## config.mk

```make
export PLATFORM = sky130hd
export DESIGN_NAME = xcp_port
export DESIGN_NICKNAME = d
export VERILOG_FILES = /design/src/inc/xcp_pkg.sv /design/src/xcp_port.sv
export VERILOG_INCLUDE_DIRS = /design/src /design/src/inc
export SDC_FILE = /design/constraint.sdc
export NUM_CORES = 1
export LEC_CHECK = 0
export BUFFER_PORTS_ARGS = -buffer_cell sky130_fd_sc_hd__buf_2
export CORE_MARGIN = 5
export CORE_UTILIZATION = 35
export DETAILED_ROUTE_END_ITERATION = 7
export PLACE_DENSITY = 0.65
export SYNTH_ARGS = -nofsm -noshare
export SYNTH_HDL_FRONTEND = slang
export SYNTH_SLANG_ARGS = --single-unit
```

## constraint.sdc

```tcl
create_clock -name core_clk -period 1.5 [get_ports core_clk]
set_input_delay 0.075 -clock core_clk [delete_from_list [all_inputs] [get_ports core_clk]]
set_output_delay 0.075 -clock core_clk [all_outputs]
set_load 0.005 [all_outputs]
```

## src/inc/xcp_params.svh

```systemverilog
// constants for the crosspoint serial configuration port
`ifndef XCP_PARAMS_SVH
`define XCP_PARAMS_SVH
`define XCP_NUM_OUT     8
`define XCP_FRAME_BITS  40
`define XCP_WORD_BITS   8
`define XCP_SLOT_BITS   5
`define XCP_SEL_BITS    4
`define XCP_SER_OFF_POS 4
`define XCP_ADR_OUT_LSB 0
`define XCP_ADR_OUT_W   3
`define XCP_ADR_IN_LSB  3
`define XCP_ADR_OFF_POS 7
`define XCP_WORD_LSB    32
`define XCP_RST_SEL     4'h0
`define XCP_RST_OFF     1'b1
`endif

```

## src/inc/xcp_pkg.sv

```systemverilog
// types for the crosspoint serial configuration port
package xcp_pkg;
  // one output's active setting
  typedef struct packed {
    logic       off;
    logic [3:0] sel;
  } xcp_route_s;
  // pins sampled from the host side
  typedef struct packed {
    logic sclk;
    logic sdin;
    logic cs_b;
    logic mode_sel;
    logic cfg;
  } xcp_pins_s;
endpackage

```

## src/xcp_port.sv

```systemverilog
// serial load register and active route registers of the crosspoint
`timescale 1ns/1ps
`default_nettype none
`include "xcp_params.svh"
module xcp_port (
  input  wire logic                      core_clk,
  input  wire logic                      rst_b,
  input  wire logic                      sclk,
  input  wire logic                      sdin,
  input  wire logic                      cs_b,
  input  wire logic                      mode_sel,
  input  wire logic                      cfg,
  output logic                           sdout,
  output xcp_pkg::xcp_route_s [7:0]      route,
  output logic                           pending
);
  import xcp_pkg::*;

  // ==========================================================
  // pin synchronisers
  xcp_pins_s pins_in;
  xcp_pins_s meta_q;
  xcp_pins_s sync_q;
  xcp_pins_s prev_q;

  assign pins_in = '{sclk: sclk, sdin: sdin, cs_b: cs_b,
                     mode_sel: mode_sel, cfg: cfg};

  // two stages, then one history stage for edges
  always_ff @(posedge core_clk or negedge rst_b) begin
    if (!rst_b) begin
      meta_q <= '{sclk: 1'b0, sdin: 1'b0, cs_b: 1'b1,
                  mode_sel: 1'b0, cfg: 1'b0};
      sync_q <= '{sclk: 1'b0, sdin: 1'b0, cs_b: 1'b1,
                  mode_sel: 1'b0, cfg: 1'b0};
      prev_q <= '{sclk: 1'b0, sdin: 1'b0, cs_b: 1'b1,
                  mode_sel: 1'b0, cfg: 1'b0};
    end else begin
      meta_q <= pins_in;
      sync_q <= meta_q;
      prev_q <= sync_q;
    end
  end

  // ==========================================================
  // edge decode
  logic sclk_rise;
  logic sclk_fall;
  logic cfg_rise;
  logic selected;

  assign selected  = ~sync_q.cs_b;
  assign sclk_rise = sync_q.sclk & ~prev_q.sclk;
  assign sclk_fall = ~sync_q.sclk & prev_q.sclk;
  assign cfg_rise  = sync_q.cfg & ~prev_q.cfg;

  // ==========================================================
  // arming and shifting
  logic                        armed_q;
  logic                        armed_d;
  logic                        shift_en;
  logic [`XCP_FRAME_BITS-1:0]  load_q;
  logic [`XCP_FRAME_BITS-1:0]  load_d;
  logic                        sdout_q;
  logic                        sdout_d;

  // first rising edge with select low arms; select high disarms
  assign armed_d  = selected & (armed_q | sclk_rise);
  // bits taken on falling edges only once armed
  assign shift_en = selected & armed_q & sclk_fall;
  // new bit enters at the top, oldest leaves at bit 0
  assign load_d   = shift_en ? {sync_q.sdin,
                                load_q[`XCP_FRAME_BITS-1:1]}
                             : load_q;
  assign sdout_d  = shift_en ? load_q[0] : sdout_q;

  // load register and serial output
  always_ff @(posedge core_clk or negedge rst_b) begin
    if (!rst_b) begin
      armed_q <= 1'b0;
      load_q  <= '0;
      sdout_q <= 1'b0;
    end else begin
      armed_q <= armed_d;
      load_q  <= load_d;
      sdout_q <= sdout_d;
    end
  end

  // ==========================================================
  // pending new data flag
  logic pend_q;
  logic pend_d;
  logic apply;

  // a configure only acts when something new was shifted
  assign apply  = cfg_rise & pend_q;
  // a shift in the same cycle as the clear keeps the flag set
  assign pend_d = shift_en | (pend_q & ~apply);

  // pending flag register
  always_ff @(posedge core_clk or negedge rst_b) begin
    if (!rst_b) begin
      pend_q <= 1'b0;
    end else begin
      pend_q <= pend_d;
    end
  end

  // ==========================================================
  // addressed word decode
  logic [`XCP_WORD_BITS-1:0]  word;
  logic [`XCP_ADR_OUT_W-1:0]  word_tgt;
  xcp_route_s                 word_route;

  // the last eight bits received sit at the top of the load register
  assign word     = load_q[`XCP_WORD_LSB +: `XCP_WORD_BITS];
  assign word_tgt = word[`XCP_ADR_OUT_LSB +: `XCP_ADR_OUT_W];
  assign word_route = '{off: word[`XCP_ADR_OFF_POS],
                        sel: word[`XCP_ADR_IN_LSB +: `XCP_SEL_BITS]};

  // ==========================================================
  // active route registers, one per output
  xcp_route_s [`XCP_NUM_OUT-1:0] route_q;
  xcp_route_s [`XCP_NUM_OUT-1:0] route_d;
  xcp_route_s                    route_rst;

  // every output off and on input zero after reset
  assign route_rst = '{off: `XCP_RST_OFF, sel: `XCP_RST_SEL};

  genvar gi;
  generate
    for (gi = 0; gi < `XCP_NUM_OUT; gi = gi + 1) begin : g_out
      xcp_route_s frame_route;
      logic       hit;
      // five bits per output, select lsb first then off bit
      assign frame_route = '{
        off: load_q[gi*`XCP_SLOT_BITS + `XCP_SER_OFF_POS],
        sel: load_q[gi*`XCP_SLOT_BITS +: `XCP_SEL_BITS]};
      assign hit = (word_tgt == (`XCP_ADR_OUT_W)'(gi));
      // mode high: only named output; mode low: whole frame
      assign route_d[gi] = !apply ? route_q[gi] :
                           sync_q.mode_sel ?
                             (hit ? word_route : route_q[gi]) :
                             frame_route;
    end
  endgenerate

  // only the configure path writes the active bank
  always_ff @(posedge core_clk or negedge rst_b) begin
    if (!rst_b) begin
      for (int i = 0; i < `XCP_NUM_OUT; i++) begin
        route_q[i] <= '{off: `XCP_RST_OFF, sel: `XCP_RST_SEL};
      end
    end else begin
      route_q <= route_d;
    end
  end

  // ==========================================================
  // outputs straight from flops
  assign sdout   = sdout_q;
  assign route   = route_q;
  assign pending = pend_q;
endmodule
`default_nettype wire

```

==> results of run 1 <==
==> through the flow <==
stage	hold WS, ns	instances	utilization	setup slack, ns
floorplan	-0.221	325	-	-0.0302
global placement	0.158	507	0.402	-0.0179
detailed placement	0.164	507	0.402	-0.0543
CTS	0.307	529	0.432	-0.0784
global route	0.337	532	0.440	-0.134
finish	0.289	532	0.440	-0.0849
==> worst max-delay path, delay by kind of cell (launching register included) <==
kind / cells / cell delay, ns
AO/OA/AOI/OAI: 1 / 0.25
flip-flops: 1 / 0.43
multiplexers: 1 / 0.36
AND/OR/NAND/NOR: 1 / 0.42
==> cell type report <==
type | count | area, sq um | share of cell area
multi-input combinational | 178 | 1380 | 0.289
timing repair buffer | 67 | 475 | 0.0997
sequential | 95 | 2390 | 0.502
inverter | 36 | 135 | 0.0283
clock inverter | 5 | 81.3 | 0.0171
clock buffer | 11 | 131 | 0.0276
tap | 140 | 175 | 0.0367
==> power by group <==
part | internal (mW) | switching [mW]
clock | 0.944 | 0.877
combinational | 0.148 | 0.189
sequential | 2.66 | 0.0533
==> repair_timing <==
item	CTS	global route
gates cloned	0	1
pin swaps	3	4
hold endpoints to repair	90	0
setup buffers	0	2
setup endpoints to repair	28	36
hold buffers	6	0
gates resized for setup	14	12
==> layer usage <==
| metal | global-route usage | vias up |
|---|---|---|
| met5 | 0 | - |
| li1 | - | 1201 |
| met3 | 0.0363 | 12 |
| met4 | 0.0532 | 0 |
| met1 | 0.163 | 1282 |
| met2 | 0.200 | 37 |
==> registers in the layout (all words and copies together) (netlist names) <==
register,count
meta_q,5
prev_q,2
sdout,1
load_q,40
pending,1
armed_q,1
sync_q,5
route,40
==> cells by family (layout without fill, tap and decap cells) <==
group | count (synthesis) | in the layout
buf+inv | 52 | 119
simple gates | 52 | 52
flops | 95 | 95
mux | 46 | 46
compound gates | 80 | 80
==> placed cells by master, fill, tap and decap left out, types with 8 or more instances in the layout <==
master    count
buf_2        47
dfrtp_1      84
dfstp_2      10
mux2_2       21
mux2_4       24
nand2_1      37
o21ai_0      70
inv_1        36
clkbuf_8      9
a21oi_4       8
==> worst min-delay path by stage <==
stage | start | endpoint | slack, ns | depth (start not counted)
global route | rst_b | route[38]$_DFFE_PN0P_ | 0.34 | 3
CTS | rst_b | route[38]$_DFFE_PN0P_ | 0.31 | 3
floorplan | rst_b | armed_q$_DFF_PN0_ | -0.22 | 0
detailed placement | rst_b | route[38]$_DFFE_PN0P_ | 0.16 | 2
finish | rst_b | route[38]$_DFFE_PN0P_ | 0.29 | 3
global placement | rst_b | meta_q[3]$_DFF_PN0_ | 0.16 | 2
==> results_dict.tcl, run 1 <==
set metrics [dict create \
    pin_count 49 \
    drive_above_1_share 0.378 \
    die_w_um 115 \
    cp.arrival_ns 1.83 \
    track_usage 0.127 \
    synth_area_per_cell_sq_um 11.9 \
    synth_common_cells "dfrtp_1 (85), o21ai_0 (70), mux2_2 (44), nand2_1 (40), inv_1 (36)" \
    route.met2.wl_mm 3.96 \
    hpwl_mm 5.11 \
    synthSimpleGateAreaFrac 0.0662 \
    synthMuxAreaShare 0.134 \
    violations "setup timing" \
    maxSlewHeadroom 0.669 \
    yosys_most_used_dff "dfrtp_1" \
    area_growth_pct 22.9 \
    finalCriticalPeriod_ns 1.58 \
    routed_wl_mm 8.17 \
    syn_nets 332 \
    r2r_end "route[6]$_DFFE_PN0P_" \
    drt-initial-drc-count 118 \
    drt_first_pass_iters 4 \
    drc 0 \
    async_flop_share 1.00 \
    num_vias 2532 \
    end_kind "register" \
    startpoint "load_q[33]$_DFFE_PN0P_" \
    hold_viol 0 \
    synth.yosys.seq_area_share 0.616 \
    synth_xor_area_frac 0 \
    cp_slowest_cell "dfrtp_1" \
    cts_buffer_depth 2 \
    highest_layer "met4" \
    synth_edf_count 0 \
    synth_cell_types 22 \
    netlist_area_sq_um 3880 \
    synth_top_family_by_area "multiplexers" \
    grt_pass1_vias 2568 \
    fin_skew_ns 0.0136 \
    dr_wl_met3_um 350 \
    portBuffers 48 \
    dieArea_sq_um 13300 \
    ff2ff_path_depth 3 \
    max_stage_delay_ns 0.43 \
    rrSetupSlack_ns -0.08 \
    die_height_um 115 \
    synth-seq-cells 95 \
    critPathMaxFanout 5 \
    max_freq_ghz 0.631 \
    design_area_sq_um 4770 \
    vias_per_cell 4.76 \
    numCtsBuffers 9 \
    overflow 0 \
    grt_start_max_net_pins 96 \
    powerDensity_nw_per_um2 1020 \
    postRouteAntennaNets 0 \
    wl_per_cell_um 15.4 \
    total_power_mw 4.87 \
    clk_pin_slew_ns 0.09 \
    p_leak_nw 2.25 \
    cts_tree "done" \
    drv_cap 0 \
    synth_compound_area_frac 0.127 \
    rsz0062_at_grt "true" \
    ys_warn_count 0 \
    insertion_delay_ns 0.36 \
    setup_tns_ns -1.34 \
    syn-instance-count 325 \
    place_area_sq_um 4360 \
    r2r_start "load_q[33]$_DFFE_PN0P_" \
    antenna_found_initial 0 \
    wl_met1_mm 3.71 \
    clkSinkCount 95 \
    start_util 0.358 \
    synth_top_area_share 0.549 \
    critPathKind "register to register" \
    nets 394 \
    root_buffer "clkbuf_8" \
    slew_viol_final 0 \
    rows 38 \
    crit_required_ns 1.74 \
    crit_chain "or3b_4 -> a21oi_4 -> mux2_2" \
    tightest_slew_ns 0.496 \
    yosys.area.top_type "dfrtp_1" \
    post-synth-top-count-cell "dfrtp_1" \
    gp_congestion 0.727 \
    post-route-period-util 1.06 \
    synth_area_leaders "dfrtp_1 (55%), mux2_2 (13%), o21ai_0 (9.0%)" \
    crit_path_end "route[6]$_DFFE_PN0P_" \
    core_sq_um 10800 \
    synthAdderAreaFrac 0 \
    fill_cells 1050 \
    status "finished with violations" \
    fin_ws_ns -0.0849 \
    htreeDepth 3 \
    grt_pass1_wl_mm 13.0 \
    setup_viol 29 \
    ir_worst_vdd_v 0.000506 \
    start_kind "register" \
    hold_path_class "input port to async pin" \
    diodes 0 \
]
(Power assumes the default switching activity.)
==> run 2, diff against run 1 <==
--- a/config.mk
+++ b/config.mk
@@ -7,10 +7,12 @@
 export NUM_CORES = 1
 export LEC_CHECK = 0
 export BUFFER_PORTS_ARGS = -buffer_cell sky130_fd_sc_hd__buf_2
+export CORE_ASPECT_RATIO = 1.4
 export CORE_MARGIN = 5
 export CORE_UTILIZATION = 35
 export DETAILED_ROUTE_END_ITERATION = 7
 export PLACE_DENSITY = 0.65
+export REMOVE_ABC_BUFFERS = 1
 export SYNTH_ARGS = -nofsm -noshare
 export SYNTH_HDL_FRONTEND = slang
 export SYNTH_SLANG_ARGS = --single-unit
==> results_dict.tcl, run 2 (synthesis gave the netlist of run 1 again) <==
set metrics [dict create \
    grt_pass1_wl_mm 13.3 \
    total_power_mw 5.29 \
    dieArea_sq_um 13300 \
    post-route-period-util 1.05 \
    fin_ws_ns -0.0715 \
    startpoint "load_q[32]$_DFFE_PN0P_" \
    clk_pin_slew_ns 0.06 \
    p_leak_nw 2.27 \
    core_sq_um 10900 \
    cts.repair_timing.setup_buffer_count 0 \
    drv_cap 0 \
    root_buffer "clkbuf_16" \
    slew_viol_final 0 \
    cts_buffer_depth 2 \
    cp_slowest_cell "dfrtp_2" \
    crit_chain "or3_4 -> a21oi_4 -> mux2_4" \
    wl_per_cell_um 14.8 \
    critPathMaxFanout 5 \
    rsz0062_at_grt "true" \
    hpwl_mm 5.47 \
    overflow 0 \
    postRouteAntennaNets 0 \
    max_freq_ghz 0.636 \
    end_kind "register" \
    setup_viol 33 \
    drive_above_1_share 0.377 \
    die_height_um 135 \
    track_usage 0.128 \
    tightest_slew_ns 0.395 \
    num_vias 2532 \
    critPathKind "register to register" \
    hold_viol 0 \
    nets 397 \
    insertion_delay_ns 0.34 \
    die_w_um 99.0 \
    dp_cells 514 \
    portBuffers 48 \
    grt_start_max_net_pins 43 \
    gp_congestion 0.746 \
    r2r_start "load_q[32]$_DFFE_PN0P_" \
    numCtsBuffers 9 \
    start_kind "register" \
    cts_tree "done" \
    stdcell_count 536 \
    diodes 0 \
    crit_required_ns 1.72 \
    area_growth_pct 24.5 \
    maxSlewHeadroom 0.737 \
    drt-initial-drc-count 151 \
    layout_common_cells "dfrtp_1 (83), o21ai_0 (70), buf_2 (47)" \
    finalCriticalPeriod_ns 1.57 \
    status "finished with violations" \
    antenna_found_initial 0 \
    hold_path_class "input port to async pin" \
    fin_skew_ns 0.00511 \
    clkSinkCount 95 \
    routed_wl_mm 7.91 \
    cp.arrival_ns 1.80 \
    htreeDepth 3 \
    max_stage_delay_ns 0.43 \
    powerDensity_nw_per_um2 1100 \
    start_util 0.357 \
    rows 45 \
    grt_pass1_vias 2652 \
    place_area_sq_um 4370 \
    final_common_cell "dfrtp_1" \
    ir_worst_vdd_v 0.000580 \
    vias_per_cell 4.72 \
    drt_first_pass_iters 4 \
    pin_count 49 \
    design_area_sq_um 4830 \
    violations "setup timing" \
    drc 0 \
]
==> run 2: changes by cell type in the layout (fill, tap and decap cells not counted), sizes merged <==
| cell | before | now |
|---|---|---|
| clkbuf | 12 | 13 |
| bufinv | 2 | 1 |
| inv | 37 | 36 |
| buf | 60 | 64 |
==> run 2: timing repair <==
action,in CTS,in global routing
hold buffers,6,0
resized for setup,13,16
hold endpoints to repair,38,0
pin swaps,8,6
endpoints found under the setup margin,31,39
==> run 2: cell type report <==
class | count | area, sq um
tap | 141 | 176
timing repair buffer | 70 | 468
fill | 1025 | 6040
multi-input combinational | 178 | 1360
clock inverter | 3 | 42.5
clock buffer | 13 | 250
inverter | 36 | 135
sequential | 95 | 2390
==> run 2: through the flow <==
step                      hold slack [ns]  setup TNS (ns)  worst slack, ns   util
after floorplan                    -0.221          -16.91           -0.325      -
after global placement             0.0306          -0.306          -0.0258  0.402
after detailed placement           0.0258          -0.943          -0.0647  0.402
after CTS                           0.193          -0.667          -0.0560  0.439
after global routing                0.224           -2.43           -0.100  0.444
final                               0.191           -1.14          -0.0715  0.444
==> run 2: worst paths after layout <==
kind,endpoint,slack [ns],cells after the start
setup / recovery,route[2]$_DFFE_PN0P_,-0.07,3
hold / removal,sync_q[0]$_DFF_PN0_,0.19,2
setup reg to reg,route[2]$_DFFE_PN0P_,-0.07,3
hold reg to reg,sync_q[4]$_DFF_PN0_,0.35,0
max in group asynchronous,route[4]$_DFFE_PN1P_,0.65,3
min in group core_clk,sync_q[4]$_DFF_PN0_,0.35,0
==> run 2: power by group <==
group | internal, mW | switching [mW] | total, mW | leakage (nW)
clock network | 1.34 | 0.907 | 2.24 | 0.140
registers | 2.66 | 0.0533 | 2.71 | 1.26
logic | 0.151 | 0.186 | 0.337 | 0.874
total | 4.15 | 1.15 | 5.29 | 2.27
==> run 2: per-layer routing <==
| layer | vias up | global-route usage | routed length [um] |
|---|---|---|---|
| met4 | 0 | 0.0645 | 152 |
| met3 | 13 | 0.0320 | 308 |
| li1 | 1207 | - | - |
| met5 | - | 0 | 0 |
| met1 | 1267 | 0.162 | 3580 |
| met2 | 45 | 0.203 | 3870 |
==> run 2: worst max-delay path, delay by kind of cell (launching register included) <==
family,cells,cell delay [ns]
simple gates,1,0.40
flops,1,0.43
compound gates,1,0.29
mux,1,0.34
